`config.mk`:
```
export PLATFORM = sky130hd
export DESIGN_NAME = sat_tdm_frame_sync_control
export DESIGN_NICKNAME = d
export VERILOG_FILES = /design/src/rtl/sat_tdm_pkg.sv /design/src/rtl/sat_tdm_frame_sync_control.sv
export VERILOG_INCLUDE_DIRS = /design/src /design/src/rtl
export SDC_FILE = /design/constraint.sdc
export NUM_CORES = 1
export LEC_CHECK = 0
export BUFFER_PORTS_ARGS = -buffer_cell sky130_fd_sc_hd__buf_2
export CAP_MARGIN = 20
export CORE_MARGIN = 2
export CORE_UTILIZATION = 35
export DETAILED_ROUTE_END_ITERATION = 6
export GPL_TIMING_DRIVEN = 0
export PLACE_DENSITY = 0.56
export SETUP_SLACK_MARGIN = 0.5
export SLEW_MARGIN = 20
export SYNTH_ARGS = -nofsm -noshare
export SYNTH_HDL_FRONTEND = slang
export SYNTH_SLANG_ARGS = --single-unit
```
`constraint.sdc`:
```
create_clock -name clock -period 4.2 [get_ports clock]
set_input_delay 0.42 -clock clock [delete_from_list [all_inputs] [get_ports clock]]
set_output_delay 0.42 -clock clock [all_outputs]
set_load 0.01 [all_outputs]
```
`src/rtl/sat_tdm_cfg.svh`:
```
// Register map, reset values and field positions of the satellite TDM sync control
`ifndef SAT_TDM_CFG_SVH
`define SAT_TDM_CFG_SVH

`define ADDR_W 10
`define OFS_BLOCK_ENABLE 10'h200
`define OFS_SYNC_CTRL 10'h204
`define OFS_PRE_WIN_LEN 10'h205
`define OFS_PRE_THR 10'h206
`define OFS_SYNC_WIN_LEN 10'h207
`define OFS_PRESYNC_THR 10'h208
`define OFS_SYNC_THR 10'h209
`define OFS_SYNC_STATUS 10'h220

`define RST_BLOCK_ENABLE 8'hFF
`define RST_SYNC_CTRL 5'h10
`define RST_PRE_WIN_LEN 4'hF
`define RST_PRE_THR 7'h44
`define RST_SYNC_WIN_LEN 4'h3
`define RST_PRESYNC_THR 4'h2
`define RST_SYNC_THR 4'hB

// Enable register fields
`define EN_SECOND_FIFO 7
`define EN_SECOND_DESCR 6
`define EN_SECOND_METRIC 5
`define EN_SECOND_SYNC 4
`define EN_FIRST_FIFO 3
`define EN_FIRST_DESCR 2
`define EN_FIRST_METRIC 1
`define EN_FIRST_SYNC 0

// Sync control register fields
`define SC_FALLBACK 4
`define SC_INV_OUT 3
`define SC_INV_IN 2
`define SC_SWAP_OUT 1
`define SC_SWAP_IN 0

`define BUF_DEPTH 2

`endif

```
`src/rtl/sat_tdm_pkg.sv`:
```
// Types shared by the satellite TDM sync control
`default_nettype none
package sat_tdm_pkg;
   typedef enum logic [0:0] {ST_ACQUIRE, ST_TRACK} sync_state_t;
endpackage : sat_tdm_pkg
`default_nettype wire

```
`src/rtl/sat_tdm_frame_sync_control.sv`:
```
// Satellite TDM decoding control and satellite-one frame preamble synchronizer
// Function
// - Enable bits 7..4 gate satellite-two FIFO, descramble, metric, sync; reset all set.
// - Enable bits 3..0 gate satellite-one FIFO, descramble, metric and sync sub-blocks.
// - Once locked, preamble searched only in window around predicted position; reset 0F.
// - Preamble detected when correlation is at or above 7-bit threshold, reset 44.
// - Sync status judged over a window of predicted positions, length reset 03.
// - Misses in evaluation window reaching threshold (reset 02) restart full-stream acquisition.
// - Pre-sync loss threshold zero disables loss of lock from window misses.
// - Consecutive misses reaching long-dropout threshold (reset 0B) restart acquisition.
`include "sat_tdm_cfg.svh"
`default_nettype none
module sat_tdm_frame_sync_control
   import sat_tdm_pkg::*;
#(
   parameter int SYM_W = 8,
   parameter int FRAME_LEN = 64,
   parameter int POS_W = 8
) (
   // Clock and reset
   input wire logic clock,
   input wire logic srst,
   // Host register port
   input wire logic [`ADDR_W-1:0] reg_addr,
   input wire logic reg_wr,
   input wire logic [7:0] reg_wdata,
   input wire logic reg_rd,
   output logic [7:0] reg_rdata,
   // Soft-symbol stream from the demodulator
   input wire logic sym_valid,
   output logic sym_ready,
   input wire logic [SYM_W-1:0] sym_i,
   input wire logic [SYM_W-1:0] sym_q,
   input wire logic [6:0] sym_corr,
   // Synchronized stream out
   output logic out_valid,
   input wire logic out_ready,
   output logic [SYM_W-1:0] out_i,
   output logic [SYM_W-1:0] out_q,
   output logic out_frame_preamble,
   // Sub-block enables and status
   output logic second_fifo_mgmt_enable,
   output logic second_descramble_enable,
   output logic second_metric_gen_enable,
   output logic second_sync_enable,
   output logic first_fifo_mgmt_enable,
   output logic first_descramble_enable,
   output logic first_metric_gen_enable,
   output logic first_sync_enable,
   output logic sync_locked
);
   localparam int BW = 2 * SYM_W + 1;
   // ==========================================================
   // Register file
   logic [7:0] enable_r, enable_nxt;
   logic [4:0] ctrl_r, ctrl_nxt;
   logic [3:0] pwin_r, pwin_nxt;
   logic [6:0] pthr_r, pthr_nxt;
   logic [3:0] swin_r, swin_nxt;
   logic [3:0] psthr_r, psthr_nxt;
   logic [3:0] sthr_r, sthr_nxt;
   logic [7:0] rdata_r, rdata_nxt;
   sync_state_t state_r, state_nxt;
   logic [3:0] consec_r, consec_nxt;
   logic [3:0] wmiss_r, wmiss_nxt;
   always_comb begin
      enable_nxt = enable_r;
      ctrl_nxt = ctrl_r;
      pwin_nxt = pwin_r;
      pthr_nxt = pthr_r;
      swin_nxt = swin_r;
      psthr_nxt = psthr_r;
      sthr_nxt = sthr_r;
      rdata_nxt = rdata_r;
      if (reg_wr) begin
         unique case (reg_addr)
            `OFS_BLOCK_ENABLE: enable_nxt = reg_wdata;
            `OFS_SYNC_CTRL: ctrl_nxt = reg_wdata[4:0];
            `OFS_PRE_WIN_LEN: pwin_nxt = reg_wdata[3:0];
            `OFS_PRE_THR: pthr_nxt = reg_wdata[6:0];
            `OFS_SYNC_WIN_LEN: swin_nxt = reg_wdata[3:0];
            `OFS_PRESYNC_THR: psthr_nxt = reg_wdata[3:0];
            `OFS_SYNC_THR: sthr_nxt = reg_wdata[3:0];
            default: ;
         endcase
      end
      if (reg_rd) begin
         unique case (reg_addr)
            `OFS_BLOCK_ENABLE: rdata_nxt = enable_r;
            `OFS_SYNC_CTRL: rdata_nxt = {3'h0, ctrl_r};
            `OFS_PRE_WIN_LEN: rdata_nxt = {4'h0, pwin_r};
            `OFS_PRE_THR: rdata_nxt = {1'h0, pthr_r};
            `OFS_SYNC_WIN_LEN: rdata_nxt = {4'h0, swin_r};
            `OFS_PRESYNC_THR: rdata_nxt = {4'h0, psthr_r};
            `OFS_SYNC_THR: rdata_nxt = {4'h0, sthr_r};
            `OFS_SYNC_STATUS: rdata_nxt = {wmiss_r, consec_r[2:0], state_r == ST_TRACK};
            default: rdata_nxt = 8'h00;
         endcase
      end
   end
   always_ff @(posedge clock) begin
      if (srst) begin
         enable_r <= `RST_BLOCK_ENABLE;
         ctrl_r <= `RST_SYNC_CTRL;
         pwin_r <= `RST_PRE_WIN_LEN;
         pthr_r <= `RST_PRE_THR;
         swin_r <= `RST_SYNC_WIN_LEN;
         psthr_r <= `RST_PRESYNC_THR;
         sthr_r <= `RST_SYNC_THR;
         rdata_r <= 8'h00;
      end else begin
         enable_r <= enable_nxt;
         ctrl_r <= ctrl_nxt;
         pwin_r <= pwin_nxt;
         pthr_r <= pthr_nxt;
         swin_r <= swin_nxt;
         psthr_r <= psthr_nxt;
         sthr_r <= sthr_nxt;
         rdata_r <= rdata_nxt;
      end
   end
   assign reg_rdata = rdata_r;
   assign second_fifo_mgmt_enable = enable_r[`EN_SECOND_FIFO];
   assign second_descramble_enable = enable_r[`EN_SECOND_DESCR];
   assign second_metric_gen_enable = enable_r[`EN_SECOND_METRIC];
   assign second_sync_enable = enable_r[`EN_SECOND_SYNC];
   assign first_fifo_mgmt_enable = enable_r[`EN_FIRST_FIFO];
   assign first_descramble_enable = enable_r[`EN_FIRST_DESCR];
   assign first_metric_gen_enable = enable_r[`EN_FIRST_METRIC];
   assign first_sync_enable = enable_r[`EN_FIRST_SYNC];
   // ==========================================================
   // Preamble synchronizer
   logic [POS_W-1:0] pos_r, pos_nxt;
   logic hit_r, hit_nxt;
   logic [3:0] eval_r, eval_nxt;
   logic take, detect, in_window, close_win, missed, lose, mark;
   logic [POS_W-1:0] win_ext, far_edge;
   assign take = sym_valid && sym_ready;
   assign detect = sym_corr >= pthr_r;
   assign win_ext = POS_W'(pwin_r);
   assign far_edge = POS_W'(FRAME_LEN) - win_ext;
   assign in_window = (pos_r <= win_ext) || (pos_r >= far_edge);
   assign close_win = pos_r == win_ext + POS_W'(1);
   assign missed = close_win && !hit_r;
   always_comb begin
      state_nxt = state_r;
      pos_nxt = pos_r;
      hit_nxt = hit_r;
      eval_nxt = eval_r;
      consec_nxt = consec_r;
      wmiss_nxt = wmiss_r;
      lose = 1'b0;
      mark = 1'b0;
      if (take) begin
         pos_nxt = (pos_r == POS_W'(FRAME_LEN - 1)) ? '0 : pos_r + POS_W'(1);
         unique case (state_r)
            ST_ACQUIRE: begin
               // Full-stream search
               if (detect) begin
                  state_nxt = ST_TRACK;
                  mark = 1'b1;
                  pos_nxt = POS_W'(1);
                  hit_nxt = 1'b1;
                  eval_nxt = 4'h0;
                  consec_nxt = 4'h0;
                  wmiss_nxt = 4'h0;
               end
            end
            ST_TRACK: begin
               if (detect && in_window && !hit_r) begin
                  mark = 1'b1;
                  pos_nxt = POS_W'(1);
                  hit_nxt = 1'b1;
               end else if (close_win) begin
                  hit_nxt = 1'b0;
                  consec_nxt = missed ? consec_r + 4'h1 : 4'h0;
                  if (eval_r + 4'h1 >= swin_r) begin
                     eval_nxt = 4'h0;
                     wmiss_nxt = 4'h0;
                  end else begin
                     eval_nxt = eval_r + 4'h1;
                     wmiss_nxt = wmiss_r + {3'h0, missed};
                  end
                  // Window-miss loss, disabled by zero threshold
                  if (missed && psthr_r != 4'h0 && wmiss_r + 4'h1 >= psthr_r) begin
                     lose = 1'b1;
                  end
                  if (missed && consec_r + 4'h1 >= sthr_r) begin
                     lose = 1'b1;
                  end
                  if (lose && ctrl_r[`SC_FALLBACK]) begin
                     state_nxt = ST_ACQUIRE;
                  end
               end
            end
         endcase
      end
      if (!enable_r[`EN_FIRST_SYNC]) begin
         state_nxt = ST_ACQUIRE;
         mark = 1'b0;
         hit_nxt = 1'b0;
         eval_nxt = 4'h0;
         consec_nxt = 4'h0;
         wmiss_nxt = 4'h0;
      end
   end
   always_ff @(posedge clock) begin
      if (srst) begin
         state_r <= ST_ACQUIRE;
         pos_r <= '0;
         hit_r <= 1'b0;
         eval_r <= 4'h0;
         consec_r <= 4'h0;
         wmiss_r <= 4'h0;
      end else begin
         state_r <= state_nxt;
         pos_r <= pos_nxt;
         hit_r <= hit_nxt;
         eval_r <= eval_nxt;
         consec_r <= consec_nxt;
         wmiss_r <= wmiss_nxt;
      end
   end
   assign sync_locked = (state_r == ST_TRACK) && enable_r[`EN_FIRST_SYNC];
   // ==========================================================
   // Data conditioning and two-entry output buffer
   logic [SYM_W-1:0] ci, cq, oi, oq;
   logic [BW-1:0] mem_r [`BUF_DEPTH];
   logic [BW-1:0] mem_nxt [`BUF_DEPTH];
   logic wp_r, wp_nxt, rp_r, rp_nxt;
   logic [1:0] cnt_r, cnt_nxt;
   logic pop;
   always_comb begin
      ci = ctrl_r[`SC_SWAP_IN] ? sym_q : sym_i;
      cq = ctrl_r[`SC_SWAP_IN] ? sym_i : sym_q;
      if (ctrl_r[`SC_INV_IN]) begin
         ci = ~ci;
         cq = ~cq;
      end
      oi = ctrl_r[`SC_SWAP_OUT] ? cq : ci;
      oq = ctrl_r[`SC_SWAP_OUT] ? ci : cq;
      if (ctrl_r[`SC_INV_OUT]) begin
         oi = ~oi;
         oq = ~oq;
      end
   end
   assign sym_ready = cnt_r != 2'(`BUF_DEPTH);
   assign pop = out_valid && out_ready;
   always_comb begin
      mem_nxt = mem_r;
      wp_nxt = wp_r;
      rp_nxt = rp_r;
      if (take) begin
         mem_nxt[wp_r] = {mark, oi, oq};
         wp_nxt = ~wp_r;
      end
      if (pop) begin
         rp_nxt = ~rp_r;
      end
      cnt_nxt = cnt_r + {1'b0, take} - {1'b0, pop};
   end

   always_ff @(posedge clock) begin
      if (srst) begin
         wp_r <= 1'b0;
         rp_r <= 1'b0;
         cnt_r <= 2'h0;
      end else begin
         wp_r <= wp_nxt;
         rp_r <= rp_nxt;
         cnt_r <= cnt_nxt;
      end
      mem_r <= mem_nxt;
   end

   assign out_valid = cnt_r != 2'h0;
   assign out_frame_preamble = out_valid && mem_r[rp_r][BW-1];
   assign out_i = mem_r[rp_r][2*SYM_W-1:SYM_W];
   assign out_q = mem_r[rp_r][SYM_W-1:0];

endmodule : sat_tdm_frame_sync_control
`default_nettype wire

```
* After elaboration in Yosys (flattened, before gate mapping)
Cells that the tools add are included.
** Operators by class
- Add/subtract/negate cells :: 9
- Magnitude comparators :: 9
- Eq/ne operators :: 15
- Mux-type cells :: 51
- Bitwise gates (word level) :: 10
- Reduce and logical (&&, ||, !) cells :: 26
** Operators with widths (number)
- two-way mux 8 bit :: 11
- equality test 10 bit, second input constant :: 8
- two-way mux 17 bit :: 4
- case mux 8 bit (8 select lines) :: 1
- two-way mux 4 bit :: 10
- bitwise mux 34 bit :: 1
- inverter 8 bit :: 4
- case mux 4 bit (2 select lines) :: 3
- demux 17 bit (select 1 bit) :: 1
- two-way mux 1 bit :: 16
- case mux 8 bit (2 select lines) :: 1
- AND reduction 2 bit :: 7
- adder 4 x 1 -> 4 bit, second input constant :: 3
- >= comparator 4 bit :: 3
- logical AND 1 bit :: 12
- adder 8 x 1 -> 8 bit, second input constant :: 1
- equality test 8 x 5 -> 1 bit :: 1
- equality test 8 x 6 -> 1 bit, second input constant :: 1
- >= comparator 8 bit :: 1
- less-or-equal comparator 8 x 4 -> 1 bit :: 1
- subtractor 7 x 4 -> 8 bit, first input constant :: 1
- >= comparator 7 bit :: 1
- inequality test 2 bit, second input constant :: 3
- case mux 1 bit (2 select lines) :: 3
- 17 further kinds :: 22
** Word-level totals
- Register bits :: 104
- Output and inout bits :: 36

* Longest topological paths before layout
Gate-level depths: netlist of run 1.
- Depth after elaboration :: 16
- Mapped depth :: 13
- Gate-level depth less buffers :: 12

* Least setup slack after synthesis of run 1
Ideal clock, no wire load.
- Path kind :: reg-to-reg
- From :: register pwin_r[0]
- To :: register eval_r[2]
- Arrival :: 2322 ps
- Setup slack :: 1761 ps
- Stages on the path, launching flop included :: 10
- Clock period less this slack :: 2439 ps
- Path through :: dfxtp_1 ha_1 or3b_1 a211oi_2 o311ai_1 mux2_4 a211oi_2 buf_4 o21ai_0 a32o_1
** Between the ends
- Cells in the longest elaborated chain, start to end :: 7
** RTL lines
- from (decl) :: RTL line sat_tdm_frame_sync_control.sv:57 : logic [3:0] pwin_r, pwin_nxt;
- from (signal assigned) :: RTL line sat_tdm_frame_sync_control.sv:105 : pwin_r <= `RST_PRE_WIN_LEN;
- from (signal assigned) :: RTL line sat_tdm_frame_sync_control.sv:114 : pwin_r <= pwin_nxt;
- subtractor 7 x 4 -> 8 bit :: RTL line sat_tdm_frame_sync_control.sv:141 : assign far_edge = POS_W'(FRAME_LEN) - win_ext;
- >= comparator 8 bit :: RTL line sat_tdm_frame_sync_control.sv:142 : assign in_window = (pos_r <= win_ext) || (pos_r >= far_edge);
- logical OR 1 bit :: RTL line sat_tdm_frame_sync_control.sv:142
- logical AND 1 bit (2 in a row) :: RTL line sat_tdm_frame_sync_control.sv:170 : if (detect && in_window && !hit_r) begin
- inequality test 2 bit (no source line)
- AND reduction 4 bit (no source line) (*)
- to (signal assigned) :: RTL line sat_tdm_frame_sync_control.sv:219 : eval_r <= eval_nxt;
- to (decl) :: RTL line sat_tdm_frame_sync_control.sv:135 : logic [3:0] eval_r, eval_nxt;
Every way passes the cells marked *; elsewhere a longest branch is shown, timed or not.
A chain may end at the register's enable or synchronous reset.

* Worst setup path after layout of run 1
- From :: register pwin_r[1]
- To :: register eval_r[2]
Same word-level chain as after synthesis.

==> out/metrics.cfg, run 1 <==
[power]
intPower_uw=1730
ir_worst_vdd_uv=204
power_frac_comb=0.203
p_per_area_nw_per_um2=359
p_seq_frac=0.474
p_leak_uw=0.00286
swShare=0.283
power.switching_uw=683
clkPwrFrac=0.323

[logic_synthesis]
avgSynthCellArea_um2=9.78
synthCells=590
synth.area.mux_share=0.144
synth_seq_cells=104
synth_cell_types=53
synth_nets=676
synth_area_leader_cell=dfxtp_1
synthTopCellsByArea=dfxtp_1 24%, edfxtp_1 18%, mux2i_1 10%, ha_1 8.5%, xnor2_1 4.1%
synth_xor_area_frac=0.0546
ys_seq_area_frac=0.420
synth_compound_area_frac=0.109
synth_top_family_by_area=simple AND/OR/NAND/NOR gates
yosysWarnings=0
netlist_area_um2=5770
async_flop_share=0
synth_fa_ha_area_frac=0.0845
synthSimpleGateAreaFrac=0.147
synth_edf_count=34
yosysTopAreaCellShare=0.243
synth_ff_type=dfxtp_1

[timing]
finalCritPeriodShare=0.707
slew_violations=0
hold_viol_final=0
skew_ns=0.00534
fmax_mhz=337
period_minus_slack_ns=2.97
setup_tns_ns=0
finalSetupViolations=0
slew_headroom=0.366
max_slew.worst_pin.slew_ns=0.947
holdWs_ns=0.286
rsz0062_at_grt=false

[floorplan]
die_y_um=132
ioPinCount=83
placementRows=46
start_util=0.361
dieArea_um2=17500
core_area_um2=16000
die_w_um=132

[cts]
post_cts_resize_count=0
clock_latency_ns=0.36
cts_hold_buf=0
clk_pin_slew_ns=0.07
cts_setup_buffers=0
cts_buffer_depth=2
cts.sinks=104
numCtsBuffers=9
htreeDepth=3
cts_tree=yes
cts-root-buf=clkbuf_16

[route]
routed_wl_um=14400
vias=4577
drt_iter0_drc=302
postRouteAntennaNets=0
drc_errors=0
dr.pass1.iters=4
vias_per_cell=5.07
wl_per_cell_um=16.0

[placed_design]
dp_hpwl_um=11000
dp.cells=886
place.gp.congestion=0.859
port_buffers=79

[global_routing]
grt_overflow=0
grt_pass1_vias=4565
antenna_found_initial=0
grt_usage=0.166
grt_max_degree=18
grt_pass1_wl_um=23400

[setup_path]
path_buf_inv=3
cp.required_ns=4.45
arrival_ns=3.22
cpLargestDelayFamily=compound AO/OA/AOI/OAI gates
crit_path_end_kind=register
slowest_delay_ns=0.45
crit-reg2reg-launch=pwin_r[1]$_SDFFE_PP1P_
slowest_stage=dfxtp_1
path_cells=inv_1, ha_1, inv_1, ha_1, nor3b_1, o311ai_1, mux2_4, a211oi_2, buf_4, o21ai_0, a32o_1
critPathKind=register to register
start_kind=register
crit_fanout=10
timing.critical_path.from=pwin_r[1]$_SDFFE_PP1P_

[outcome]
status=complete, no violations

[final_layout]
finalNetCount=767
instances_no_fill=902
seqCellArea_um2=2420
antenna_cells=0
multi_input_area_um2=3130
drive_gt1_frac=0.176
areaGrowthSynthToFinish_pct=16.6
fill_cells=1578

[run]
max_cap_violations=0

[worst_hold_path]
hp-class=primary input to register
min_from=reg_wdata[7]

-- final timing paths --
kind	end	cells after the start	slack, ns
setup reg to reg	eval_r[2]$_SDFFE_PP0P_	11	1.23
hold / removal	enable_r[7]$_SDFFE_PP1P_	3	0.29
hold reg to reg	pthr_r[5]$_SDFFE_PP0P_	2	0.48
setup / recovery	eval_r[2]$_SDFFE_PP0P_	11	1.23
-- power by group through the flow --
stage               sequential (uW)  clock (uW)  combinational (uW)
floorplan                      1160           0                 319
global placement               1170           0                 482
detailed placement             1170           0                 496
CTS                            1150         795                 500
global route                   1150         837                 544
finish                         1150         779                 491
-- cells in the final DEF, fill, tap and decap left out, types with 3 or more instances in the layout --
cell type  netlist  layout
a2111oi_0        3       3
a21o_1           9       9
a21oi_1         26      26
a22oi_1          4       4
a32o_1           3       3
and2_1           3       3
and3_1           5       5
buf_1            4       4
buf_2            0      79
clkbuf_1        18      19
clkbuf_16        0       9
clkinv_1         1       4
dfxtp_1         70      70
edfxtp_1        34      34
ha_1            39      39
inv_1           34      34
mux2_2          17      17
mux2i_1         58      58
nand2_1         57      57
nand2b_1        15      15
nand3_1         21      21
nor2_1          42      41
nor2b_1          5       5
nor3_1           7       7
nor3b_1          5       5
nor4_1           4       4
o211ai_1        10      10
o21ai_0         23      23
or3_1            4       4
xnor2_1         27      26
xor2_1           9       8
-- routing by layer --
metal	GRT usage	vias up	wire [um]
met3	0.0280	16	686
met1	0.221	2184	6620
met5	0	-	0
li1	-	2282	-
met2	0.272	95	6810
met4	0.0645	0	291
-- state kept, by name (all words and copies together), names as in the netlist, 2 cells and up --
signal,count
cnt_r,2
pwin_r,4
consec_r,4
swin_r,4
pos_r,8
enable_r,8
pthr_r,7
reg_rdata,8
mem_r,34
psthr_r,4
sthr_r,4
wmiss_r,4
eval_r,4
ctrl_r,5
-- cell families (layout without fill, tap and decap cells) --
logic type	count (synthesis)	after routing
AOI/OAI and AO/OA	96	96
xor gates and xnor gates	36	36
adders and majority gates	39	39
buffers and inverters	60	156
DFF	104	104
muxes	78	78
and+or+nand+nor	177	177
-- through the flow --
step / power (uW) / util / cell area, um2 / setup WS, ns
2_1_floorplan: 1480 / - / 5770 / 1.76
3_3_place_gp: 1650 / 0.402 / 6440 / 1.26
3_5_place_dp: 1670 / 0.403 / 6450 / 1.31
4_1_cts: 2440 / 0.420 / 6720 / 1.25
5_1_grt: 2530 / 0.421 / 6730 / 1.07
6_report: 2420 / 0.421 / 6730 / 1.23
-- cells in the mapped netlist, drive strengths merged (7+ instances only) --
cell,number
dfxtp,70
mux2i,58
nand2,57
nor2,42
ha,39
edfxtp,34
inv,34
xnor2,27
a21oi,26
o21ai,23
nand3,21
clkbuf,18
mux2,18
nand2b,15
o211ai,10
a21o,9
xor2,9
buf,7
nor3,7
-- layout make-up --
cell class / count / share of cell area
multi-input cells: 426 / 0.465
flip-flops and latches: 104 / 0.360
repair buffers: 80 / 0.0604
well taps: 216 / 0.0401
clock buffers: 10 / 0.0340
inverters: 35 / 0.0195
plain buffers: 25 / 0.0162
clock inverters: 6 / 0.00520
-- tightest hold or removal path, stage by stage --
cell and delay (ns):
buf_2 0.08, mux2i_1 0.06, nand2_1 0.06
(Power assumes the default switching activity.)
==> run 2, diff against run 1 <==
PLACE_DENSITY = 0.58   (was 0.56)
clock period = 2.7 ns   (was 4.2 ns; I/O delays follow)
==> run 2 against run 1 <==
- register-to-register slack got worse by 1.1 ns
- core utilization rose by 3.7 points
- sequential share of layout area fell by 2.7 points
- maximum frequency rose by 16%
- die area did not move
- setup slack got worse by 1.1 ns
- largest cell class unchanged
- highest routed layer unchanged
- sequential cell count did not move
- worst hold slack got worse by 0.16 ns
- count of clock-buffer cells in the layout fell by 1
- final cell count rose by 2.0%
==> out/metrics.cfg, run 2 (synthesis gave the netlist of run 1 again) <==
[power]
total_power_uw=3970
p_leak_uw=0.00306
p_per_area_nw_per_um2=542
ir_worst_vdd_uv=326

[setup_path]
r2r-end=wmiss_r[2]$_SDFFE_PP0P_
path_buf_inv=4
reg2reg_slack_ns=0.13
cpLargestDelayFamily=compound AO/OA/AOI/OAI gates
critPathKind=register to register
path_cells=inv_4, ha_4, inv_2, ha_4, nor3b_4, o311ai_4, mux2_4, a211oi_4, buf_6, buf_6, o21ai_2, a32o_1
crit_fanout=5
slowest_delay_ns=0.42
start_kind=register
arrival_ns=2.82
cp.required_ns=2.95
slowest_stage=dfxtp_4
crit-reg2reg-launch=pwin_r[1]$_SDFFE_PP1P_
crit_path_end_kind=register
reg2regPathDepth=12

[timing]
slew_violations=0
setup_tns_ns=0
finalSetupViolations=0
slew_headroom=0.311
max_slew.worst_pin.slew_ns=1.03
skew_ns=0.00833
finalCritPeriodShare=0.950
hold_viol_final=0
rsz0062_at_grt=true
fmax_mhz=390
period_minus_slack_ns=2.57

[floorplan]
dieArea_um2=17500
core_area_um2=16000
ioPinCount=83
die_y_um=132
start_util=0.361
placementRows=46
die_w_um=132

[route]
drc_errors=0
wl_per_cell_um=16.7
dr.pass1.iters=5
vias=4725
postRouteAntennaNets=0
drt_iter0_drc=292
vias_per_cell=5.14
routed_wl_um=15300

[run]
max_cap_violations=0

[cts]
clock_latency_ns=0.36
cts-root-buf=clkbuf_16
numCtsBuffers=9
cts_tree=yes
cts.sinks=104
htreeDepth=3
cts_buffer_depth=2
cts_hold_buf=0
clk_pin_slew_ns=0.08

[final_layout]
instances_no_fill=920
layout_common_cells=80 x buf_2, 66 x dfxtp_1, 58 x mux2i_1
layout.cells.most_common=buf_2
fin_util=0.457
drive_gt1_frac=0.277
largest_register=mem_r
antenna_cells=0
areaGrowthSynthToFinish_pct=26.7
multi_input_area_um2=3480
largest_reg_flops=34
finalNetCount=785
seqCellArea_um2=2430
fill_cells=1554

[global_routing]
grt_overflow=0
grt_pass1_vias=4760
grt_pass1_wl_um=24800
grt_max_degree=20
antenna_found_initial=0
grt_usage=0.178

[placed_design]
dp.cells=886
dp_hpwl_um=11400
port_buffers=79
place.gp.congestion=0.858

[worst_hold_path]
min_from=reg_wdata[7]
holdPathEnd=enable_r[7]$_SDFFE_PP1P_
hold-path-cell-count=3
hp-class=primary input to register

[outcome]
status=complete, no violations

run 2: cell types whose count changed in the layout (fill, tap and decap cells not counted), sizes merged:
cell      change
clkinvlp      +1
clkbuf        -1
buf          +18
inv           +2
clkinv        -2
run 2: metrics by stage:
step / instance area (um2) / hold slack (ns) / setup WS (ns)
6_report: 7320 / 0.121 / 0.134
5_1_grt: 7320 / 0.134 / 0.0297
4_1_cts: 7190 / 0.119 / 0.120
3_5_place_dp: 6560 / 0.473 / 0.0811
3_3_place_gp: 6550 / 0.470 / 0.0734
2_1_floorplan: 5880 / 0.395 / 0.380
run 2: final cells by class:
type,count,share of cell area
Buffer,25,0.0180
Clock buffer,9,0.0308
Clock inverter,7,0.00855
Inverter,35,0.0183
Multi-Input combinational cell,426,0.475
Sequential cell,104,0.332
Tap cell,216,0.0369
Timing Repair Buffer,98,0.0799
run 2: power breakdown:
part	internal, uW	switching (uW)	total [uW]	leakage [uW]
logic	401	477	878	0.00205
clock network	645	663	1310	0.000132
registers	1740	44.0	1780	0.000883
total	2780	1180	3970	0.00306
run 2: worst max-delay path by stage:
stage | start | end | slack [ns] | cells past startpoint
floorplan | pwin_r[2]$_SDFFE_PP1P_ | pos_r[2]$_SDFFE_PP0P_ | 0.38 | 10
global placement | pwin_r[0]$_SDFFE_PP1P_ | wmiss_r[3]$_SDFFE_PP0P_ | 0.07 | 11
detailed placement | pwin_r[0]$_SDFFE_PP1P_ | eval_r[0]$_SDFFE_PP0P_ | 0.08 | 11
CTS | pwin_r[1]$_SDFFE_PP1P_ | wmiss_r[2]$_SDFFE_PP0P_ | 0.12 | 12
global route | pwin_r[1]$_SDFFE_PP1P_ | consec_r[3]$_SDFFE_PP0P_ | 0.03 | 13
finish | pwin_r[1]$_SDFFE_PP1P_ | wmiss_r[2]$_SDFFE_PP0P_ | 0.13 | 12
run 2: layer usage:
layer	GRT usage	up-vias	wire, um
met5	0	-	0
met4	0.0639	0	337
met3	0.0330	26	745
met2	0.297	108	7430
met1	0.229	2281	6830
li1	-	2310	-
run 2: worst register-to-register path: cells and delay by family (launching register included):
family / cells / cell delay (ns)
AO/OA/AOI/OAI: 4 / 0.60
adder cells (fa/ha/maj): 2 / 0.53
buffers and inverters: 4 / 0.36
flip-flops: 1 / 0.42
multiplexers: 1 / 0.31
AND/OR/NAND/NOR: 1 / 0.23
run 2: repair_timing:
action | CTS | global route
buffers inserted | 13 | 3
pin swaps | 9 | 10
gates cloned | 2 | 0
setup endpoints to repair | 53 | 32
resized for setup | 47 | 18
endpoints found under the hold margin | 0 | 0
==> run 3, diff against run 2 <==
BUFFER_PORTS_ARGS = -buffer_cell sky130_fd_sc_hd__clkbuf_2   (was -buffer_cell sky130_fd_sc_hd__buf_2)
==> run 3 against run 2 <==
- critical path depth stayed put
- global-route usage is 0.49 points lower
- setup slack worse by 0.016 ns
- via count is 1.7% lower
- clock power is 6% higher
- first-iteration DRC count is 19% lower
- total power is 1.9% higher
- cell area is 1.2% lower
- critical endpoint unchanged
- largest cell class unchanged
- highest routed layer unchanged
==> out/metrics.cfg, run 3 (synthesis gave the netlist of run 1 again) <==
[floorplan]
start_util=0.361
dieArea_um2=17500
ioPinCount=83
placementRows=46
die_w_um=132
core_area_um2=16000
die_y_um=132

[final_layout]
areaGrowthSynthToFinish_pct=25.2
finalNetCount=783
layout_common_cells=81 x clkbuf_2, 66 x dfxtp_1, 58 x mux2i_1
largest_reg_flops=34
drive_gt1_frac=0.255
antenna_cells=0
layout.cells.most_common=clkbuf_2
largest_register=mem_r
instances_no_fill=918

[global_routing]
grt_overflow=0
antenna_found_initial=0
grt_usage=0.173
grt_pass1_vias=4709
grt_pass1_wl_um=24000
grt_max_degree=20

[route]
wl_per_cell_um=16.4
dr.pass1.iters=4
vias=4646
vias_per_cell=5.06
drt_iter0_drc=237
drc_errors=0
postRouteAntennaNets=0
routed_wl_um=15100

[cts]
cts-root-buf=clkbuf_16
cts_buffer_depth=2
clk_pin_slew_ns=0.07
cts.sinks=104
clock_latency_ns=0.36
cts_tree=yes
cts_hold_buf=0
htreeDepth=3
numCtsBuffers=9

[outcome]
status=complete, no violations

[timing]
period_minus_slack_ns=2.58
setup_tns_ns=0
max_slew.worst_pin.slew_ns=1.06
slew_headroom=0.294
fmax_mhz=387
skew_ns=0.00515
hold_viol_final=0
finalCritPeriodShare=0.956
finalSetupViolations=0
rsz0062_at_grt=true
slew_violations=0

[power]
ir_worst_vdd_uv=312
p_leak_uw=0.00307
p_per_area_nw_per_um2=559

[worst_hold_path]
hp-class=primary input to register

[placed_design]
port_buffers=79
place.gp.congestion=0.855
dp.cells=886
dp_hpwl_um=11200

[setup_path]
critPathKind=register to register
arrival_ns=2.83
crit_fanout=5
crit_path_end_kind=register
cp.required_ns=2.95
start_kind=register

[run]
max_cap_violations=0

run 3: cell types whose count changed in the layout (fill, tap and decap cells not counted), sizes merged:
cell,previous run,this run
buf,105,24
clkbuf,27,106
clkinvlp,3,0
bufinv,0,1
clkinv,2,3
inv,37,38
run 3: final timing paths:
check	from	endpoint	slack (ns)	depth (start not counted)
max	pwin_r[1]$_SDFFE_PP1P_	wmiss_r[2]$_SDFFE_PP0P_	0.12	12
min	reg_wdata[7]	enable_r[7]$_SDFFE_PP1P_	0.14	3
max reg2reg	pwin_r[1]$_SDFFE_PP1P_	wmiss_r[2]$_SDFFE_PP0P_	0.12	12
min reg2reg	pthr_r[5]$_SDFFE_PP0P_	pthr_r[5]$_SDFFE_PP0P_	0.47	2
run 3: what timing repair did:
action / CTS / global route
gates resized for setup: 35 / 13
setup endpoints to repair: 51 / 32
setup buffers: 11 / 3
gates cloned: 2 / 0
pin swaps: 6 / 3
run 3: critical path: stages (launching register included):
cell and delay, ns:
dfxtp_4 0.42, inv_4 0.05, ha_4 0.25, inv_2 0.04, ha_4 0.27, nor3b_4 0.25
o311ai_4 0.17, mux2_4 0.31, a211oi_4 0.17, buf_6 0.15, buf_6 0.11, o21ai_1 0.06
a32o_1 0.23
run 3: area by class of cell:
type	instances	area (um2)
clock inverters	7	85.1
clock buffers	9	225
multi-input cells	426	3390
inverters	35	136
repair buffers	96	556
plain buffers	25	131
fillers	1534	8770
well taps	216	270
flip-flops and latches	104	2430
run 3: where the power goes:
part           total [uW]  switching (uW)  leakage, uW  internal, uW
Sequential           1780            42.4     0.000883          1740
Combinational         868             476      0.00203           392
Clock                1390             655     0.000153           740
run 3: per-layer routing:
layer	wire length [um]	track usage	vias up
li1	-	-	2308
met1	6900	0.220	2210
met2	7150	0.286	99
met3	721	0.0375	29
met4	305	0.0681	0
met5	0	0	-
run 3: metrics by stage:
stage / utilization / setup WS [ns] / power, uW / hold WS (ns) / cell area, um2
CTS: 0.446 / 0.155 / 4070 / 0.134 / 7140
detailed placement: 0.410 / 0.0699 / 2620 / 0.465 / 6560
global placement: 0.409 / 0.0755 / 2590 / 0.471 / 6550
floorplan: - / 0.380 / 2330 / 0.395 / 5880
global route: 0.452 / 0.0173 / 4210 / 0.139 / 7230
finish: 0.452 / 0.118 / 4040 / 0.141 / 7230
